### src/hisc_consts.vh
// Constants for the host-interface interrupt status block
`ifndef HISC_CONSTS_VH
`define HISC_CONSTS_VH

// Bus geometry
`define HISC_ADDR_W          14
`define HISC_DATA_W          32
`define HISC_FLAG_W          27

// Register byte offsets
`define HISC_OFS_STATUS      14'h3FE0
`define HISC_OFS_ENABLE_SET  14'h3FE4
`define HISC_OFS_CLR_STATUS  14'h3FE8
`define HISC_OFS_SET_STATUS  14'h3FEC
`define HISC_OFS_ENABLE_CLR  14'h3FF0
`define HISC_OFS_PENDING     14'h3FF4

// Field positions, shared by status, enable, set and clear layouts
`define HISC_BIT_UART_FER    26
`define HISC_BIT_BUF_RECFG   25
`define HISC_BIT_WR_SLOW     24
`define HISC_BIT_RD_SLOW     23
`define HISC_BIT_BUS_ERR     22
`define HISC_BIT_FILL_HIT    21
`define HISC_MSB_MAX_SIZE    20
`define HISC_LSB_MAX_SIZE    17
`define HISC_BIT_CRC_FAIL    16
`define HISC_BIT_GAP_TMO     15
`define HISC_MSB_FRM_OVER    14
`define HISC_LSB_FRM_OVER    11
`define HISC_MSB_FRM_UNDER   10
`define HISC_LSB_FRM_UNDER   7
`define HISC_BIT_TX_MISSING  6
`define HISC_BIT_RX_NOBUF    5
`define HISC_BIT_EOT         4
`define HISC_MSB_EOR         3
`define HISC_LSB_EOR         0

// Reset values
`define HISC_RST_STATUS      27'h0000000
`define HISC_RST_ENABLE      27'h0000000
`define HISC_RST_RDATA       32'h00000000

`endif

### src/hisc_irq_ctrl.v
// Host-interface interrupt status, enable, set and clear registers
//
// Notes on behaviour
// - Clear bit 26 clears the high-speed UART receive frame error flag.
// - Clear bit 25 clears the buffer reconfigured-while-in-use flag.
// - Clear bit 24 clears the slow system bus on write flag.
// - Clear bit 23 clears the slow system bus on read flag.
// - Clear bit 22 clears the bus error flag.
// - Clear bit 21 clears the fill level reached flag.
// - Clear bits 20..17 clear max-size-exceeded per receive buffer 0..3.
// - Clear bit 16 clears the link CRC error flag.
// - Clear bit 15 clears the transmit inter-character timeout flag.
// - Clear bits 14..11 clear frame overflow per receive buffer 0..3.
// - Clear bits 10..7 clear frame underflow per receive buffer 0..3.
// - Clear bit 6 clears the transmit frame missing on host read flag.
// - Clear bit 5 clears the no receive buffer available flag.
// - Clear bit 4 clears the end of transmit flag.
// - Clear bits 3..0 clear end of receive per receive buffer 0..3.
// - A zero in any clear bit leaves its flag unchanged.
// - Set-status register forces each flag to one where a one is written.
// - Enable register: a written one sets its enable, zero leaves it.
//
// The Avalon-MM register port was left to the implementer.
`default_nettype none

module hisc_irq_ctrl (
  // Clock and reset
  input  wire        clock,
  input  wire        reset_n,
  // Avalon-MM slave
  input  wire [13:0] address,
  input  wire        read,
  input  wire        write,
  input  wire [3:0]  byteenable,
  input  wire [31:0] writedata,
  output reg  [31:0] readdata,
  output reg         waitrequest,
  // Event pulses from buffer and link logic, one per flag
  input  wire [26:0] eventPulse,
  // Interrupt request
  output reg         irqRequest
);

`include "hisc_consts.vh"

  ////////////////////////////////////////////////////////////////////////////
  // Declarations
  ////////////////////////////////////////////////////////////////////////////

  reg  [26:0] enable_q;
  reg  [26:0] enable_d;
  wire [26:0] status;
  wire [26:0] pending;

  wire        reqActive;
  wire        firstEdge;
  wire        commit;
  wire [31:0] laneMask;
  wire [31:0] wdataMasked;

  wire        hitStatus;
  wire        hitEnSet;
  wire        hitClr;
  wire        hitSet;
  wire        hitEnClr;
  wire        hitPending;

  wire [26:0] clrField;
  reg  [26:0] clrVec;
  wire [26:0] setVec;
  wire [26:0] enSetVec;
  wire [26:0] enClrVec;

  reg  [31:0] readMux;

  ////////////////////////////////////////////////////////////////////////////
  // Bus handshake
  ////////////////////////////////////////////////////////////////////////////

  // Every access takes exactly one wait cycle, so the master sees a fixed
  // latency; the cost is one extra cycle even for trivially fast registers.
  assign reqActive = read | write;
  assign firstEdge = reqActive & waitrequest;
  assign commit    = write & ~waitrequest;

  always @(posedge clock) begin
    if (!reset_n) begin
      waitrequest <= 1'b1;
    end else begin
      waitrequest <= ~firstEdge;
    end
  end

  // Byte enables gate each write lane
  assign laneMask = {{8{byteenable[3]}}, {8{byteenable[2]}},
                     {8{byteenable[1]}}, {8{byteenable[0]}}};
  assign wdataMasked = writedata & laneMask;

  ////////////////////////////////////////////////////////////////////////////
  // Address decode
  ////////////////////////////////////////////////////////////////////////////

  assign hitStatus  = (address == `HISC_OFS_STATUS);
  assign hitEnSet   = (address == `HISC_OFS_ENABLE_SET);
  assign hitClr     = (address == `HISC_OFS_CLR_STATUS);
  assign hitSet     = (address == `HISC_OFS_SET_STATUS);
  assign hitEnClr   = (address == `HISC_OFS_ENABLE_CLR);
  assign hitPending = (address == `HISC_OFS_PENDING);

  ////////////////////////////////////////////////////////////////////////////
  // Clear command decode
  ////////////////////////////////////////////////////////////////////////////

  // Reserved bits 31..27 are dropped here and have no effect
  assign clrField = (commit && hitClr) ? wdataMasked[26:0] : 27'h0000000;

  // Each field copies only its ones; zero bits pass no clear
  always @* begin
    clrVec = 27'h0000000;
    clrVec[`HISC_BIT_UART_FER] = clrField[`HISC_BIT_UART_FER];
    clrVec[`HISC_BIT_BUF_RECFG] = clrField[`HISC_BIT_BUF_RECFG];
    clrVec[`HISC_BIT_WR_SLOW] = clrField[`HISC_BIT_WR_SLOW];
    clrVec[`HISC_BIT_RD_SLOW] = clrField[`HISC_BIT_RD_SLOW];
    clrVec[`HISC_BIT_BUS_ERR] = clrField[`HISC_BIT_BUS_ERR];
    clrVec[`HISC_BIT_FILL_HIT] = clrField[`HISC_BIT_FILL_HIT];
    clrVec[`HISC_MSB_MAX_SIZE:`HISC_LSB_MAX_SIZE] =
      clrField[`HISC_MSB_MAX_SIZE:`HISC_LSB_MAX_SIZE];
    clrVec[`HISC_BIT_CRC_FAIL] = clrField[`HISC_BIT_CRC_FAIL];
    clrVec[`HISC_BIT_GAP_TMO] = clrField[`HISC_BIT_GAP_TMO];
    clrVec[`HISC_MSB_FRM_OVER:`HISC_LSB_FRM_OVER] =
      clrField[`HISC_MSB_FRM_OVER:`HISC_LSB_FRM_OVER];
    clrVec[`HISC_MSB_FRM_UNDER:`HISC_LSB_FRM_UNDER] =
      clrField[`HISC_MSB_FRM_UNDER:`HISC_LSB_FRM_UNDER];
    clrVec[`HISC_BIT_TX_MISSING] = clrField[`HISC_BIT_TX_MISSING];
    clrVec[`HISC_BIT_RX_NOBUF] = clrField[`HISC_BIT_RX_NOBUF];
    clrVec[`HISC_BIT_EOT] = clrField[`HISC_BIT_EOT];
    clrVec[`HISC_MSB_EOR:`HISC_LSB_EOR] =
      clrField[`HISC_MSB_EOR:`HISC_LSB_EOR];
  end

  ////////////////////////////////////////////////////////////////////////////
  // Set-status and enable commands
  ////////////////////////////////////////////////////////////////////////////

  assign setVec   = (commit && hitSet) ? wdataMasked[26:0] : 27'h0000000;
  assign enSetVec = (commit && hitEnSet) ? wdataMasked[26:0] : 27'h0000000;
  assign enClrVec = (commit && hitEnClr) ? wdataMasked[26:0] : 27'h0000000;

  always @* begin
    enable_d = (enable_q | enSetVec) & ~enClrVec;
  end

  always @(posedge clock) begin
    if (!reset_n) begin
      enable_q <= `HISC_RST_ENABLE;
    end else begin
      enable_q <= enable_d;
    end
  end

  ////////////////////////////////////////////////////////////////////////////
  // Status flags
  ////////////////////////////////////////////////////////////////////////////

  hisc_flag_bank uFlags (
    .clock   (clock),
    .reset_n (reset_n),
    .hwSet   (eventPulse),
    .swSet   (setVec),
    .swClear (clrVec),
    .flag    (status)
  );

  assign pending = status & enable_q;

  ////////////////////////////////////////////////////////////////////////////
  // Interrupt request
  ////////////////////////////////////////////////////////////////////////////

  // Registered, so it trails the flag and enable state by one cycle
  always @(posedge clock) begin
    if (!reset_n) begin
      irqRequest <= 1'b0;
    end else begin
      irqRequest <= |pending;
    end
  end

  ////////////////////////////////////////////////////////////////////////////
  // Read path
  ////////////////////////////////////////////////////////////////////////////

  // Clear and set-status registers are write-only and read as zero, as do unmapped words; enable-clear reads the enables
  always @* begin
    readMux = `HISC_RST_RDATA;
    if (hitStatus) begin
      readMux = {5'h00, status};
    end else if (hitEnSet || hitEnClr) begin
      readMux = {5'h00, enable_q};
    end else if (hitPending) begin
      readMux = {5'h00, pending};
    end
  end

  // Captured at the first edge so data stand through the wait-low cycle
  always @(posedge clock) begin
    if (!reset_n) begin
      readdata <= `HISC_RST_RDATA;
    end else if (firstEdge && read) begin
      readdata <= readMux;
    end
  end

endmodule

`default_nettype wire

### src/hisc_flag_bank.v
// Bank of sticky interrupt status flags with set-over-clear priority
`default_nettype none

module hisc_flag_bank (
  // Clock and reset
  input  wire        clock,
  input  wire        reset_n,
  // Set and clear sources
  input  wire [26:0] hwSet,
  input  wire [26:0] swSet,
  input  wire [26:0] swClear,
  // Flag state
  output wire [26:0] flag
);

`include "hisc_consts.vh"

  reg  [26:0] flag_q;
  wire [26:0] rstFlags;

  assign rstFlags = `HISC_RST_STATUS;
  assign flag     = flag_q;

  genvar i;
  generate
    for (i = 0; i < `HISC_FLAG_W; i = i + 1) begin : gFlag
      // Any set source beats a clear in the same cycle
      always @(posedge clock) begin
        if (!reset_n) begin
          flag_q[i] <= rstFlags[i];
        end else if (hwSet[i] || swSet[i]) begin
          flag_q[i] <= 1'b1;
        end else if (swClear[i]) begin
          flag_q[i] <= 1'b0;
        end
      end
    end
  endgenerate

endmodule

`default_nettype wire

### config.mk
export PLATFORM = sky130hd
export DESIGN_NAME = hisc_irq_ctrl
export DESIGN_NICKNAME = d
export VERILOG_FILES = /design/src/hisc_irq_ctrl.v /design/src/hisc_flag_bank.v
export VERILOG_INCLUDE_DIRS = /design/src
export SDC_FILE = /design/constraint.sdc
export NUM_CORES = 1
export LEC_CHECK = 0
export ABC_AREA = 0
export BUFFER_PORTS_ARGS = -buffer_cell sky130_fd_sc_hd__buf_4
export CAP_MARGIN = 10
export CORE_MARGIN = 1.5
export CORE_UTILIZATION = 50
export CTS_BUF_LIST = sky130_fd_sc_hd__clkbuf_4 sky130_fd_sc_hd__clkbuf_8 sky130_fd_sc_hd__clkbuf_16
export CTS_CLUSTER_DIAMETER = 30
export CTS_CLUSTER_SIZE = 40
export DETAILED_ROUTE_END_ITERATION = 7
export HOLD_SLACK_MARGIN = 0.12
export PLACE_DENSITY = 0.77
export SYNTH_ARGS = -nofsm -noshare
export SYNTH_HDL_FRONTEND = slang
export SYNTH_HIERARCHICAL = 1
export SYNTH_SLANG_ARGS = --single-unit
### constraint.sdc
create_clock -name clock -period 4.01 [get_ports clock]
set_clock_uncertainty 0.05 [all_clocks]
set_input_delay 0.6015 -clock clock [delete_from_list [all_inputs] [get_ports clock]]
set_output_delay 0.6015 -clock clock [all_outputs]
set_load 0.005 [all_outputs]
# [Word-level counts from Yosys, hierarchy flattened]
# Index checks and enable logic that the tools add are counted.
# Widths: inputs -> output; s select.
[totals] ff_bits=88 output_inout_bits=34
[classes] bitwise=10 mux=61 n_reduce_logical=61 n_eq_ne=6
[ops] operator="$mux 27" count=7
[ops] operator="$eq 14x14->1 const B" count=6
[ops] operator="$and 27x27->27" count=3
[ops] operator="$mux 1" count=54
[ops] operator="$reduce_bool 2->1" count=27
[ops] operator="$logic_or 1x1->1" count=28
[ops] operator="$not 27->27" count=1
[ops] operator="$or 27x27->27" count=1
[ops] operator="$reduce_or 27->1" count=1
[ops] operator="$logic_and 1x1->1" count=5
[ops] operator="$and 1x1->1" count=2
[ops] operator="$not 1->1" count=2
[ops] operator="$or 1x1->1" count=1

# [Depth between registers and ports, before layout]
# Gate-level depths: netlist (run 1).
[depth] ltp_word=6 mapped_depth=8

# [Hierarchy]
# Netlist (run 1), hierarchy kept.
[modules_own_cells] mod="hisc_irq_ctrl" area_each_um2=3154.3 cells_per_inst=437 n_inst=1
[modules_own_cells] mod="hisc_flag_bank" area_each_um2=1006.0 cells_per_inst=84 n_inst=1

# [Least setup slack after synthesis (run 1)]
# Ideal clock, no wire load.
[synth_timing] kind="input-to-reg" startpoint="in address[1]" endpoint="reg enable_q[10]" path_stages=6 path_buffers=2 setup_ns=0.115 required_time_ns=3.845 arrival_ns=2.099 setup_slack_ns=1.746 path_cell_list="or4b_4 -> or4_4 -> buf_6 -> buf_8 -> o21ai_1 -> nor2_1"
[synth_between] elab_chain_cells=5 elab_cells_between_ends=9
[synth_lines] item="start: declaration" line_no="hisc_irq_ctrl.v:31" text="input wire [13:0] address,"
[synth_lines] item="$eq 14x14->1 (no line)"
[synth_lines] item="$logic_and 1x1->1 (on tied branches)" line_no="hisc_irq_ctrl.v:146, hisc_irq_ctrl.v:147"
[synth_lines] item="$mux 27 (on tied branches)" line_no="hisc_irq_ctrl.v:146, hisc_irq_ctrl.v:147"
[synth_lines] item="$or 27x27->27 / $not 27->27 (equally long branches)" line_no="hisc_irq_ctrl.v:150" text="enable_d = (enable_q | enSetVec) & ~enClrVec;"
[synth_lines] item="$and 27x27->27 (*)" line_no="hisc_irq_ctrl.v:150"
[synth_lines] item="end signal: assignment" line_no="hisc_irq_ctrl.v:155" text="enable_q <= `HISC_RST_ENABLE;"
[synth_lines] item="end signal: assignment" line_no="hisc_irq_ctrl.v:157" text="enable_q <= enable_d;"
[synth_lines] item="end: declaration" line_no="hisc_irq_ctrl.v:50" text="reg [26:0] enable_q;"
# Mark *: on every way between the ends. The rest lies on a longest branch, timed or not.
# A chain may end at the register's enable or synchronous reset.

# [Worst setup path after layout (run 1)]
[layout_timing] startpoint="in address[4]" endpoint="reg uFlags.flag_q[17], in the netlist uFlags/flag[17]"
[layout_between] elab_cells_between_ends=9
[layout_lines] item="$eq 14x14->1 (no line)"
[layout_lines] item="$logic_and 1x1->1" line_no="hisc_irq_ctrl.v:115" text="assign clrField = (commit && hitClr) ? wdataMasked[26:0] : 27'h0000000;"
[layout_lines] item="$mux 27" line_no="hisc_irq_ctrl.v:115"
[layout_lines] item="net clrField[17]" line_no="hisc_irq_ctrl.v:68" text="wire [26:0] clrField;"
[layout_lines] item="$reduce_bool 2->1 (no line)"
[layout_lines] item="end signal: indexed assignment" line_no="hisc_flag_bank.v:30" text="flag_q[i] <= rstFlags[i];"
[layout_lines] item="end: declaration" line_no="hisc_flag_bank.v:18" text="reg [26:0] flag_q;"
# The timed path passes the listed nets, and every way through them passes these cells.

==> out/results.ini, run 1 <==
[setup_path]
worst_ep_required_time_ps = 4220
crit_path_max_incr_delay_ps = 590
cp-endpoint = uFlags/flag[17]
r2r_cells = 7
path_delay_family = simple AND/OR/NAND/NOR gates
timing.critical_path.buf_inv = 2
critical_path.reg2reg.endpoint = uFlags/flag[17]
critPathMaxFanout = 31
critical_path.reg2reg.startpoint = waitrequest
worstSetupEndpointType = flip-flop
criticalPathCategory = in -> reg
setup.reg_to_reg.worst_slack_ps = 1770
cp_data_arrival_time_ps = 2710
timing.critical_path.slowest_stage_cell = sky130_fd_sc_hd__or2_2
path_length_in_cells_of_the_critical_path = 8
crit_path_start_kind = primary input
critPathLaunch = address[4]
crit_chain = buf_4, or2_2, nor2_1, nand2_1, buf_4, nor2_1, nor2b_1, o31a_2

[floorplan]
dieArea_mm2 = 0.00888
fp.coreArea_mm2 = 0.00813
start_util_pct = 51.1
floorplan.die.height_um = 94.2
die-width_um = 94.2
design.portCount = 115
floorplan.rows = 33

[placed_design]
io_buffer_count = 104
hpwlAfterDp_um = 7670
postPlaceCellArea_mm2 = 0.00484
gpl.final_weighted_congestion = 0.865

[route]
wirelength_met1_um = 4990
drt_wl_total_um = 12100
wl_per_cell_um = 17.2
num_vias = 4347
topRoutingLayerUsed = met4
met2RoutedLength_um = 5920
ant_nets = 0
iteration_0_drc_count_of_the_detailed_router = 386
detail_route.first_pass.iterations = 5
drt-vias-per-instance = 6.16
dr_wl_met3_um = 996
drc_errors = 0

[synth]
synth.cell_area_mm2 = 0.00416
ys_seq_elements = 83
seq_total_area_yosys_pct = 39.9
synth-warning-count = 6
synthCells = 521
yosys_cell_types = 35
syn_area_per_cell_um2 = 7.99

[layout]
final_area_mm2 = 0.00505
layout-drive-gt1-share_pct = 22.8
area_growth_from_synthesis_to_final_layout_pct = 21.5
final.fill_count = 732
antenna_cells = 0
nets = 677

[global_routing]
antenna_found_initial = 0
groute.usage.overall_pct = 27.6
grt_start_max_net_pins = 84
first_pass_grt_wire_length_um = 19100
grt_overflow_total = 0
grt_pass1_vias = 3988

[clock_network]
cts-hold-fix-buffers = 0
cts_buffers = 9
clkLatencyLatePin_ps = 360
clk_pin_slew_ps = 80
cts-htree-levels = 3
tritoncts = done
clock_sinks = 83
cts_max_path_buffers = 2
clock-root-buffer = sky130_fd_sc_hd__clkbuf_8
post-cts-setup-buffers = 0
quantity_of_gates_resized_following_cts = 0

[timing]
worst_hold_slack_ps = 397
max-slew-margin-rel_pct = 23.7
slew_violations = 0
finalCritPeriodShare_pct = 62.5
max_freq_ghz = 0.399
final-hold-violation-count = 0
grt_setup_unrepaired = false
setup-tns-final_ps = 0
finalCriticalPeriod_ps = 2510
timing_worst_slew_pin_value_ps = 1140
setup_viol_count_final = 0

[power_and_ir_drop]
total_leakage_power_uw = 0.00191
power_dens_cells_mw_per_mm2 = 351
max-vdd-ir-drop_mv = 0.228

[run]
cap_viol_max_count = 0

[worst_hold_path]
worst_min_path_class = reg -> reg

[run_status]
run_status = finished, final reports clean

[power by group]
group | switching [uW] | total [uW] | internal (uW)
Combinational | 116 | 237 | 120
Sequential | 30.8 | 893 | 862
Clock | 307 | 644 | 337
[state kept, by name, summed over array words and instances (netlist names)]
signal       count
readdata        27
irqRequest       1
uFlags/flag     27
enable_q        27
waitrequest      1
[cell usage after synthesis]
cell type	n	area share [%]
sky130_fd_sc_hd__buf_2	8	0.96
sky130_fd_sc_hd__o31a_2	7	1.7
sky130_fd_sc_hd__and2_1	1	0.15
sky130_fd_sc_hd__nand2_1	30	2.7
sky130_fd_sc_hd__buf_12	2	0.96
sky130_fd_sc_hd__conb_1	1	0.090
sky130_fd_sc_hd__a22o_1	1	0.21
sky130_fd_sc_hd__or4b_4	1	0.33
sky130_fd_sc_hd__nand4_1	5	0.75
sky130_fd_sc_hd__buf_8	2	0.72
sky130_fd_sc_hd__or4_4	1	0.27
sky130_fd_sc_hd__buf_6	2	0.54
sky130_fd_sc_hd__a211o_1	27	5.7
sky130_fd_sc_hd__a22oi_1	10	1.8
sky130_fd_sc_hd__o31a_1	21	4.4
sky130_fd_sc_hd__a21oi_1	27	3.2
sky130_fd_sc_hd__a221oi_1	1	0.21
sky130_fd_sc_hd__nor2b_1	27	4.1
sky130_fd_sc_hd__clkbuf_1	29	2.6
sky130_fd_sc_hd__a222oi_1	1	0.24
sky130_fd_sc_hd__or2_2	2	0.30
sky130_fd_sc_hd__buf_1	1	0.090
sky130_fd_sc_hd__nand4b_1	3	0.63
sky130_fd_sc_hd__a31oi_1	27	4.1
sky130_fd_sc_hd__nor3_1	2	0.24
sky130_fd_sc_hd__buf_4	5	0.90
sky130_fd_sc_hd__nor4_4	1	0.51
sky130_fd_sc_hd__nor2_1	82	7.4
sky130_fd_sc_hd__dfxtp_1	83	40
sky130_fd_sc_hd__o21ai_1	20	2.4
sky130_fd_sc_hd__clkinv_1	1	0.090
sky130_fd_sc_hd__or4_1	1	0.18
sky130_fd_sc_hd__o211ai_1	1	0.18
sky130_fd_sc_hd__o22ai_1	27	4.1
sky130_fd_sc_hd__o21ai_0	61	7.3
[layout make-up]
| type | count | area [um^2] | share of cell area [%] |
|---|---|---|---|
| Inverter | 1 | 3.75 | 0.0743 |
| Clock inverter | 4 | 47.5 | 0.941 |
| Sequential cell | 83 | 1660 | 32.9 |
| Clock buffer | 12 | 165 | 3.27 |
| Tap cell | 105 | 131 | 2.60 |
| Timing Repair Buffer | 109 | 818 | 16.2 |
| Multi-Input combinational cell | 392 | 2230 | 44.1 |
[cells by family (layout without fill, tap and decap cells)]
| kind of cell | after synthesis | in the layout | synth area share [%] |
|---|---|---|---|
| flops | 83 | 83 | 39.9 |
| compound gates | 231 | 231 | 35.5 |
| other cells | 1 | 5 | 0.0901 |
| simple gates | 156 | 156 | 17.5 |
| buf+inv | 50 | 126 | 6.89 |
[how the worst min path moves through the flow]
| stage | startpoint | end | slack, ps | cells past startpoint |
|---|---|---|---|---|
| floorplan | waitrequest | waitrequest | 370 | 1 |
| global placement | waitrequest | waitrequest | 370 | 1 |
| detailed placement | waitrequest | waitrequest | 380 | 1 |
| CTS | read | waitrequest | 390 | 2 |
| global route | eventPulse[15] | uFlags/flag[15] | 390 | 2 |
| finish | waitrequest | waitrequest | 400 | 1 |
[through the flow]
| stage | power (uW) | instances | worst slack (ps) | utilization [%] |
|---|---|---|---|---|
| 2_1_floorplan | 1030 | 525 | 1750 | - |
| 3_3_place_gp | 1140 | 690 | 1120 | 59.5 |
| 3_5_place_dp | 1150 | 690 | 1130 | 59.5 |
| 4_1_cts | 1770 | 706 | 1520 | 62.1 |
| 5_1_grt | 1840 | 706 | 1420 | 62.1 |
| 6_report | 1770 | 706 | 1500 | 62.1 |
[cell usage in the layout, fill, tap and decap left out, types with 3 or more instances in the layout]
cell                       instances
sky130_fd_sc_hd__nand4b_1          3
sky130_fd_sc_hd__nor2_1           82
sky130_fd_sc_hd__a31oi_1          27
sky130_fd_sc_hd__conb_1            5
sky130_fd_sc_hd__o31a_2            7
sky130_fd_sc_hd__buf_4           109
sky130_fd_sc_hd__o22ai_1          27
sky130_fd_sc_hd__a211o_1          27
sky130_fd_sc_hd__nand2_1          30
sky130_fd_sc_hd__clkbuf_8         12
sky130_fd_sc_hd__nor2b_1          27
sky130_fd_sc_hd__o21ai_0          61
sky130_fd_sc_hd__nand4_1           5
sky130_fd_sc_hd__a21oi_1          27
sky130_fd_sc_hd__a22oi_1          10
sky130_fd_sc_hd__dfxtp_1          83
sky130_fd_sc_hd__o31a_1           21
sky130_fd_sc_hd__o21ai_1          20
[per-layer routing]
metal | vias to the layer above | track usage (%)
li1 | 2068 | -
met1 | 2053 | 33.9
met5 | - | 0
met3 | 20 | 6.47
met2 | 206 | 46.3
met4 | 0 | 10.8
Note: power is estimated with default switching activity, not from simulation.
==> inputs of run 2 (changes only) <==
==> constraint.sdc (replaced) <==
create_clock -name clock -period 2.5 [get_ports clock]
set_clock_uncertainty 0.05 [all_clocks]
set_input_delay 0.375 -clock clock [delete_from_list [all_inputs] [get_ports clock]]
set_output_delay 0.375 -clock clock [all_outputs]
set_load 0.005 [all_outputs]
==> run 2 against run 1 <==
Against the previous run: setup slack worse by 1100 ps; worst hold slack worse by 220 ps; global-route usage is 0.079 points lower; clock power is 63% higher; non-clock buffer count is 3 higher; wire length is 0.30% lower; largest power group unchanged.
==> out/results.ini, run 2 (synthesis gave the netlist of run 1 again) <==
[route]
drt-vias-per-instance = 6.08  ; -1.2%
ant_nets = 0  ; unchanged
wl_per_cell_um = 17.1  ; -0.73%
num_vias = 4314  ; -0.76%
drc_errors = 0  ; unchanged
detail_route.first_pass.iterations = 5  ; unchanged
drt_wl_total_um = 12100  ; -0.30%
iteration_0_drc_count_of_the_detailed_router = 380  ; -1.6%

[clock_network]
quantity_of_gates_resized_following_cts = 0  ; unchanged
cts_buffers = 9  ; unchanged
clock-root-buffer = sky130_fd_sc_hd__clkbuf_8
tritoncts = done
cts-htree-levels = 3  ; unchanged
cts_max_path_buffers = 2  ; unchanged
clk_pin_slew_ps = 90  ; about the same
clock_sinks = 83  ; unchanged
clkLatencyLatePin_ps = 350  ; about the same
cts-hold-fix-buffers = 0  ; unchanged
post-cts-setup-buffers = 0  ; unchanged

[power_and_ir_drop]
seqPwrFrac_pct = 50.0  ; -0.4 points
power.share.clock_pct = 36.7  ; +0.4 points
max-vdd-ir-drop_mv = 0.318  ; +40%
internal_power_uw = 2150  ; +63%
net-switching-power_uw = 718  ; +58%
power_frac_comb_pct = 13.3  ; about the same
total_leakage_power_uw = 0.00193  ; +0.96%
power_dens_cells_mw_per_mm2 = 564  ; +61%
netSwitchingFraction_pct = 25.1  ; -0.54 points

[run]
cap_viol_max_count = 0  ; unchanged

[timing]
finalCriticalPeriod_ps = 2070
max_freq_ghz = 0.484
setup_viol_count_final = 0  ; unchanged
max-slew-margin-rel_pct = 50.3  ; +27 points
worst_hold_slack_ps = 177  ; -220 ps
grt_setup_unrepaired = false
setup-tns-final_ps = 0  ; unchanged
slew_violations = 0  ; unchanged
timing_worst_slew_pin_value_ps = 745  ; -400 ps
finalCritPeriodShare_pct = 82.7
final-hold-violation-count = 0  ; unchanged

[global_routing]
use_met3_pct = 4.29  ; -2.2 points
grt_start_max_net_pins = 84  ; unchanged
grt_overflow_total = 0  ; unchanged
grt-busiest-layer = met2
gr-usage-met1_pct = 36.4  ; +2.5 points
antenna_found_initial = 0  ; unchanged
groute.usage.overall_pct = 27.5  ; -0.079 points
groute.layer.met2.usage_pct = 44.8  ; -1.6 points
grt_pass1_vias = 4011  ; +0.58%
first_pass_grt_wire_length_um = 19100  ; -0.10%

[placed_design]
hpwlAfterDp_um = 7660  ; -0.12%
io_buffer_count = 104  ; unchanged
gpl.final_weighted_congestion = 0.843  ; -2.5%

[setup_path]
worst_ep_required_time_ps = 2690  ; -1530 ps
path_delay_family = simple AND/OR/NAND/NOR gates
crit_path_max_incr_delay_ps = 740  ; +150 ps
crit_chain = or4b_4, or4_4, o21ai_0, nor2_1
worstSetupEndpointType = flip-flop
criticalPathCategory = reg -> reg
r2r_cells = 4  ; -3
path_length_in_cells_of_the_critical_path = 4  ; -4
timing.critical_path.buf_inv = 0  ; -2
crit_path_start_kind = flip-flop
critPathMaxFanout = 27  ; -13%
critical_path.reg2reg.startpoint = waitrequest
critPathLaunch = waitrequest
timing.critical_path.slowest_stage_cell = sky130_fd_sc_hd__or4_4
cp_data_arrival_time_ps = 2260  ; -450 ps

[layout]
layout_common_cells = 112 x sky130_fd_sc_hd__buf_4, 83 x sky130_fd_sc_hd__dfxtp_1, 82 x sky130_fd_sc_hd__nor2_1, 61 x sky130_fd_sc_hd__o21ai_0, 30 x sky130_fd_sc_hd__nand2_1
final.fill_count = 739  ; +0.96%
layout-drive-gt1-share_pct = 23.2  ; +0.38 points
nets = 680  ; +0.44%
area_growth_from_synthesis_to_final_layout_pct = 22.0
sequential_cell_area_mm2 = 0.00166  ; unchanged
antenna_cells = 0  ; unchanged
multi_input_comb_area_mm2 = 0.00223  ; unchanged
mostFrequentLayoutCell = sky130_fd_sc_hd__buf_4

[worst_hold_path]
worst_hold_path_cell_count = 2  ; +1
worst_hold_startpoint = read
worst_min_path_class = in -> reg

[floorplan]
design.portCount = 115  ; unchanged
dieArea_mm2 = 0.00888  ; unchanged
fp.coreArea_mm2 = 0.00813  ; unchanged
die-width_um = 94.2  ; unchanged
floorplan.die.height_um = 94.2  ; unchanged
start_util_pct = 51.1  ; unchanged
floorplan.rows = 33  ; unchanged

[run_status]
run_status = finished, final reports clean

## run 2: worst register-to-register path, stage by stage, from the launching register on
cell and delay (ps):
sky130_fd_sc_hd__dfxtp_1 340, sky130_fd_sc_hd__or4b_4 530, sky130_fd_sc_hd__or4_4 740, sky130_fd_sc_hd__o21ai_0 240
sky130_fd_sc_hd__nor2_1 70
## run 2: routing by layer
layer | up-vias | routed length [um]
met3 | 18 | 1010
met1 | 2019 | 5120
li1 | 2062 | -
met5 | - | 0
met4 | 0 | 178
met2 | 215 | 5790
## run 2: path summary, 6_finish.rpt
path                  to  slack [ps]
min          waitrequest         180
min reg2reg  waitrequest         400
max          enable_q[2]         430
max reg2reg  enable_q[2]         430
## run 2: metrics by stage
step | setup slack (ps) | cells | area, um^2 | util (%) | power (uW)
3_5_place_dp | 237 | 693 | 4860 | 59.8 | 1840
2_1_floorplan | 462 | 525 | 4180 | - | 1650
5_1_grt | 347 | 709 | 5080 | 62.4 | 2970
3_3_place_gp | 260 | 693 | 4860 | 59.8 | 1830
4_1_cts | 443 | 709 | 5080 | 62.4 | 2870
6_report | 434 | 709 | 5080 | 62.4 | 2860
## run 2: cell type report
type                            count  share of cell area, %
Timing Repair Buffer              112                   16.6
Sequential cell                    83                   32.7
Inverter                            1                 0.0739
Tap cell                          105                   2.59
Clock inverter                      6                   1.58
Multi-Input combinational cell    392                   43.9
Clock buffer                       10                   2.59
## run 2: power groups by stage
| stage | Sequential (uW) | Combinational, uW | Clock (uW) |
|---|---|---|---|
| global route | 1440 | 419 | 1120 |
| finish | 1430 | 381 | 1050 |
| global placement | 1460 | 366 | 0 |
| CTS | 1430 | 379 | 1060 |
| floorplan | 1450 | 203 | 0 |
| detailed placement | 1460 | 376 | 0 |
==> inputs of run 3 (changes only) <==
--- a/config.mk
+++ b/config.mk
@@ -6,11 +6,11 @@
 export SDC_FILE = /design/constraint.sdc
 export NUM_CORES = 1
 export LEC_CHECK = 0
-export ABC_AREA = 0
+export ABC_AREA = 1
 export BUFFER_PORTS_ARGS = -buffer_cell sky130_fd_sc_hd__buf_4
 export CAP_MARGIN = 10
 export CORE_MARGIN = 1.5
-export CORE_UTILIZATION = 50
+export CORE_UTILIZATION = 49
 export CTS_BUF_LIST = sky130_fd_sc_hd__clkbuf_4 sky130_fd_sc_hd__clkbuf_8 sky130_fd_sc_hd__clkbuf_16
 export CTS_CLUSTER_DIAMETER = 30
 export CTS_CLUSTER_SIZE = 40
==> constraint.sdc (replaced) <==
create_clock -name clock -period 1.9 [get_ports clock]
set_clock_uncertainty 0.05 [all_clocks]
set_input_delay 0.285 -clock clock [delete_from_list [all_inputs] [get_ports clock]]
set_output_delay 0.285 -clock clock [all_outputs]
set_load 0.005 [all_outputs]
==> run 3 against run 2 <==
Against the previous run: design area increased by 20%; utilization increased by 0.50 points; worst hold slack got worse by 44 ps; die area increased by 19%; fmax increased by 44%; wire length increased by 20%; synthesized cell count increased by 49%; via count increased by 23%; cell count increased by 44%; setup slack improved by 35 ps; largest cell class unchanged; largest power group unchanged.
==> out/results.ini, run 3 <==
[run_status]
run_status = finished, final reports clean

[power_and_ir_drop]
net-switching-power_uw = 1010  ; +41%
netSwitchingFraction_pct = 26.9  ; +1.8 points
power_dens_cells_mw_per_mm2 = 619  ; +9.7%
seqPwrFrac_pct = 50.2  ; +0.2 points
max-vdd-ir-drop_mv = 0.366  ; +15%
power.share.clock_pct = 35.6  ; -1.1 points
total_leakage_power_uw = 0.00277  ; +44%
p_total_uw = 3770  ; +32%
internal_power_uw = 2760  ; +29%
power_frac_comb_pct = 14.2  ; +0.9 points

[synth]
seq_total_area_yosys_pct = 34.2  ; -5.8 points
synth-compound-area-share_pct = 12.9  ; -23 points
synthCells = 776  ; +49%
synth_top_family_by_area = simple AND/OR/NAND/NOR gates
async_reset_ff_share_pct = 0  ; unchanged
synthMostInstantiatedCell = sky130_fd_sc_hd__nor2_1
yosys_cell_types = 31  ; -11%
synth_xor_area_share_pct = 0  ; unchanged
synth.top_cells.by_area = sky130_fd_sc_hd__dfxtp_1 34%, sky130_fd_sc_hd__nor2_1 15%, sky130_fd_sc_hd__nand2_1 11%, sky130_fd_sc_hd__nand3_1 8.4%, sky130_fd_sc_hd__inv_1 6.7%
yosys.area_share.simple_pct = 40.2  ; +23 points
synthAdderAreaFrac_pct = 0  ; unchanged
syn_area_per_cell_um2 = 6.27  ; -22%
synth_top_cells_by_count = 194 x sky130_fd_sc_hd__nor2_1, 141 x sky130_fd_sc_hd__nand2_1, 87 x sky130_fd_sc_hd__inv_1
synth-edff-count = 0  ; unchanged
ys_seq_elements = 83  ; unchanged
synth.cell_area_mm2 = 0.00486  ; +17%
synth-warning-count = 6  ; unchanged
area_share_of_the_leading_cell_type_in_the_synthesized_netlist_pct = 34.2  ; -5.8 points
post_synth_mux_area_share_pct = 0  ; unchanged
cell_taking_the_most_area_after_synthesis = sky130_fd_sc_hd__dfxtp_1
yosys_most_used_dff = sky130_fd_sc_hd__dfxtp_1

[worst_hold_path]
worst_hold_startpoint = eventPulse[2]
worst_min_path_class = in -> reg

[route]
num_vias = 5302  ; +23%
detail_route.first_pass.iterations = 6  ; +1
drt_wl_total_um = 14600  ; +20%
drc_errors = 0  ; unchanged
ant_nets = 0  ; unchanged
drt-vias-per-instance = 5.20  ; -14%
wl_per_cell_um = 14.3  ; -16%
iteration_0_drc_count_of_the_detailed_router = 419  ; +10%

[setup_path]
r2r_cells = 7  ; +3
critical_path.reg2reg.startpoint = waitrequest
crit_path_start_kind = flip-flop
worstSetupEndpointType = flip-flop
critical_path.reg2reg.endpoint = uFlags/flag[6]
critPathMaxFanout = 27  ; unchanged
worst_ep_required_time_ps = 2140  ; -550 ps
cp_data_arrival_time_ps = 1680  ; -580 ps
cp-endpoint = uFlags/flag[6]
critPathLaunch = waitrequest
setup.reg_to_reg.worst_slack_ps = 470  ; +30 ps
criticalPathCategory = reg -> reg

[global_routing]
antenna_found_initial = 0  ; unchanged
groute.usage.overall_pct = 28.6  ; +1.0 points
first_pass_grt_wire_length_um = 23500  ; +23%
grt_pass1_vias = 5037  ; +26%
grt_overflow_total = 0  ; unchanged
grt_start_max_net_pins = 55  ; -35%

[timing]
max_freq_ghz = 0.699  ; +44%
setup-tns-final_ps = 0  ; unchanged
grt_setup_unrepaired = false
finalCritPeriodShare_pct = 75.3  ; -7.3 points
final-hold-violation-count = 0  ; unchanged
finalCriticalPeriod_ps = 1430  ; -635 ps
slew_violations = 0  ; unchanged
setup_viol_count_final = 0  ; unchanged

[floorplan]
design.portCount = 115  ; unchanged
floorplan.rows = 36  ; +9.1%
die-width_um = 103  ; +8.9%
dieArea_mm2 = 0.0105  ; +19%
start_util_pct = 50.2  ; -0.94 points
fp.coreArea_mm2 = 0.00968  ; +19%
floorplan.die.height_um = 103  ; +8.9%

[layout]
sequential_cell_area_mm2 = 0.00166  ; unchanged
final.fill_count = 879  ; +19%
utilization_pct = 62.9  ; +0.50 points
antenna_cells = 0  ; unchanged
multi_input_comb_area_mm2 = 0.00260  ; +17%
mostFrequentLayoutCell = sky130_fd_sc_hd__nor2_1
nets = 962  ; +41%
area_growth_from_synthesis_to_final_layout_pct = 25.3
layout_common_cells = 193 x sky130_fd_sc_hd__nor2_1, 141 x sky130_fd_sc_hd__nand2_1, 115 x sky130_fd_sc_hd__buf_4, 87 x sky130_fd_sc_hd__inv_1, 83 x sky130_fd_sc_hd__dfxtp_1
layout-drive-gt1-share_pct = 20.8  ; -2.4 points
final_area_mm2 = 0.00609  ; +20%

[clock_network]
clock_sinks = 83  ; unchanged
cts-htree-levels = 3  ; unchanged
tritoncts = done
clkLatencyLatePin_ps = 360  ; about the same
cts_buffers = 9  ; unchanged
clock-root-buffer = sky130_fd_sc_hd__clkbuf_8
clk_pin_slew_ps = 80  ; about the same
cts_max_path_buffers = 2  ; unchanged
post-cts-setup-buffers = 0  ; unchanged

[placed_design]
postPlaceCellArea_mm2 = 0.00576  ; +18%
io_buffer_count = 104  ; unchanged
hpwlAfterDp_um = 9610  ; +25%
gpl.final_weighted_congestion = 0.831  ; -1.4%

[run]
cap_viol_max_count = 0  ; unchanged

-- run 3: kinds of logic (layout without fill, tap and decap cells) --
group / count (synthesis) / in the layout
compound gates: 110 / 110
simple gates: 446 / 446
other cells: 1 / 5
flops: 83 / 83
buf+inv: 136 / 242
-- run 3: power by group through the flow --
stage               Sequential [uW]  Clock, uW  Combinational (uW)
floorplan                      1920          0                 256
global placement               1930          0                 497
detailed placement             1930          0                 510
CTS                            1890       1350                 534
global route                   1910       1420                 592
finish                         1890       1340                 535
-- run 3: area by class of cell --
type / instances / area share, %
clock buffer: 12 / 2.51
inverter: 92 / 5.67
clock inverter: 4 / 0.822
timing repair buffer: 134 / 18.3
sequential: 83 / 27.3
multi-input combinational: 561 / 42.7
tap: 133 / 2.73
-- run 3: layer usage --
metal	wire [um]	up-vias	GRT usage [%]
met5	0	-	0
met4	452	0	14.2
met3	1140	47	4.61
met2	6960	245	49.0
met1	6010	2389	34.8
li1	-	2621	-
-- run 3: worst min-delay path by stage --
stage	to	slack [ps]	cells after the start
detailed placement	enable_q[24]	440	2
global route	uFlags/flag[5]	140	3
global placement	enable_q[3]	420	2
floorplan	uFlags/flag[0]	400	2
finish	uFlags/flag[2]	130	3
CTS	uFlags/flag[17]	120	3
-- run 3: metrics by stage --
| stage | instances | hold WS, ps | setup slack (ps) |
|---|---|---|---|
| 6_report | 1019 | 133 | 469 |
| 5_1_grt | 1019 | 136 | 350 |
| 4_1_cts | 1019 | 120 | 484 |
| 3_5_place_dp | 990 | 437 | 169 |
| 3_3_place_gp | 990 | 423 | 242 |
| 2_1_floorplan | 780 | 402 | 340 |
-- run 3: what timing repair did --
item | in CTS | in global routing
hold endpoints to repair | 13 | 0
gates resized for setup | 0 | 0
hold buffers | 13 | 0
-- run 3: worst max-delay path: stages (launching register included) --
cell                      delay (ps)
sky130_fd_sc_hd__dfxtp_1         330
sky130_fd_sc_hd__nor2_1          150
sky130_fd_sc_hd__and3_4          240
sky130_fd_sc_hd__nand3_4          70
sky130_fd_sc_hd__buf_12          180
sky130_fd_sc_hd__nor2_1          100
sky130_fd_sc_hd__nor2_1           60
sky130_fd_sc_hd__a21oi_1         160
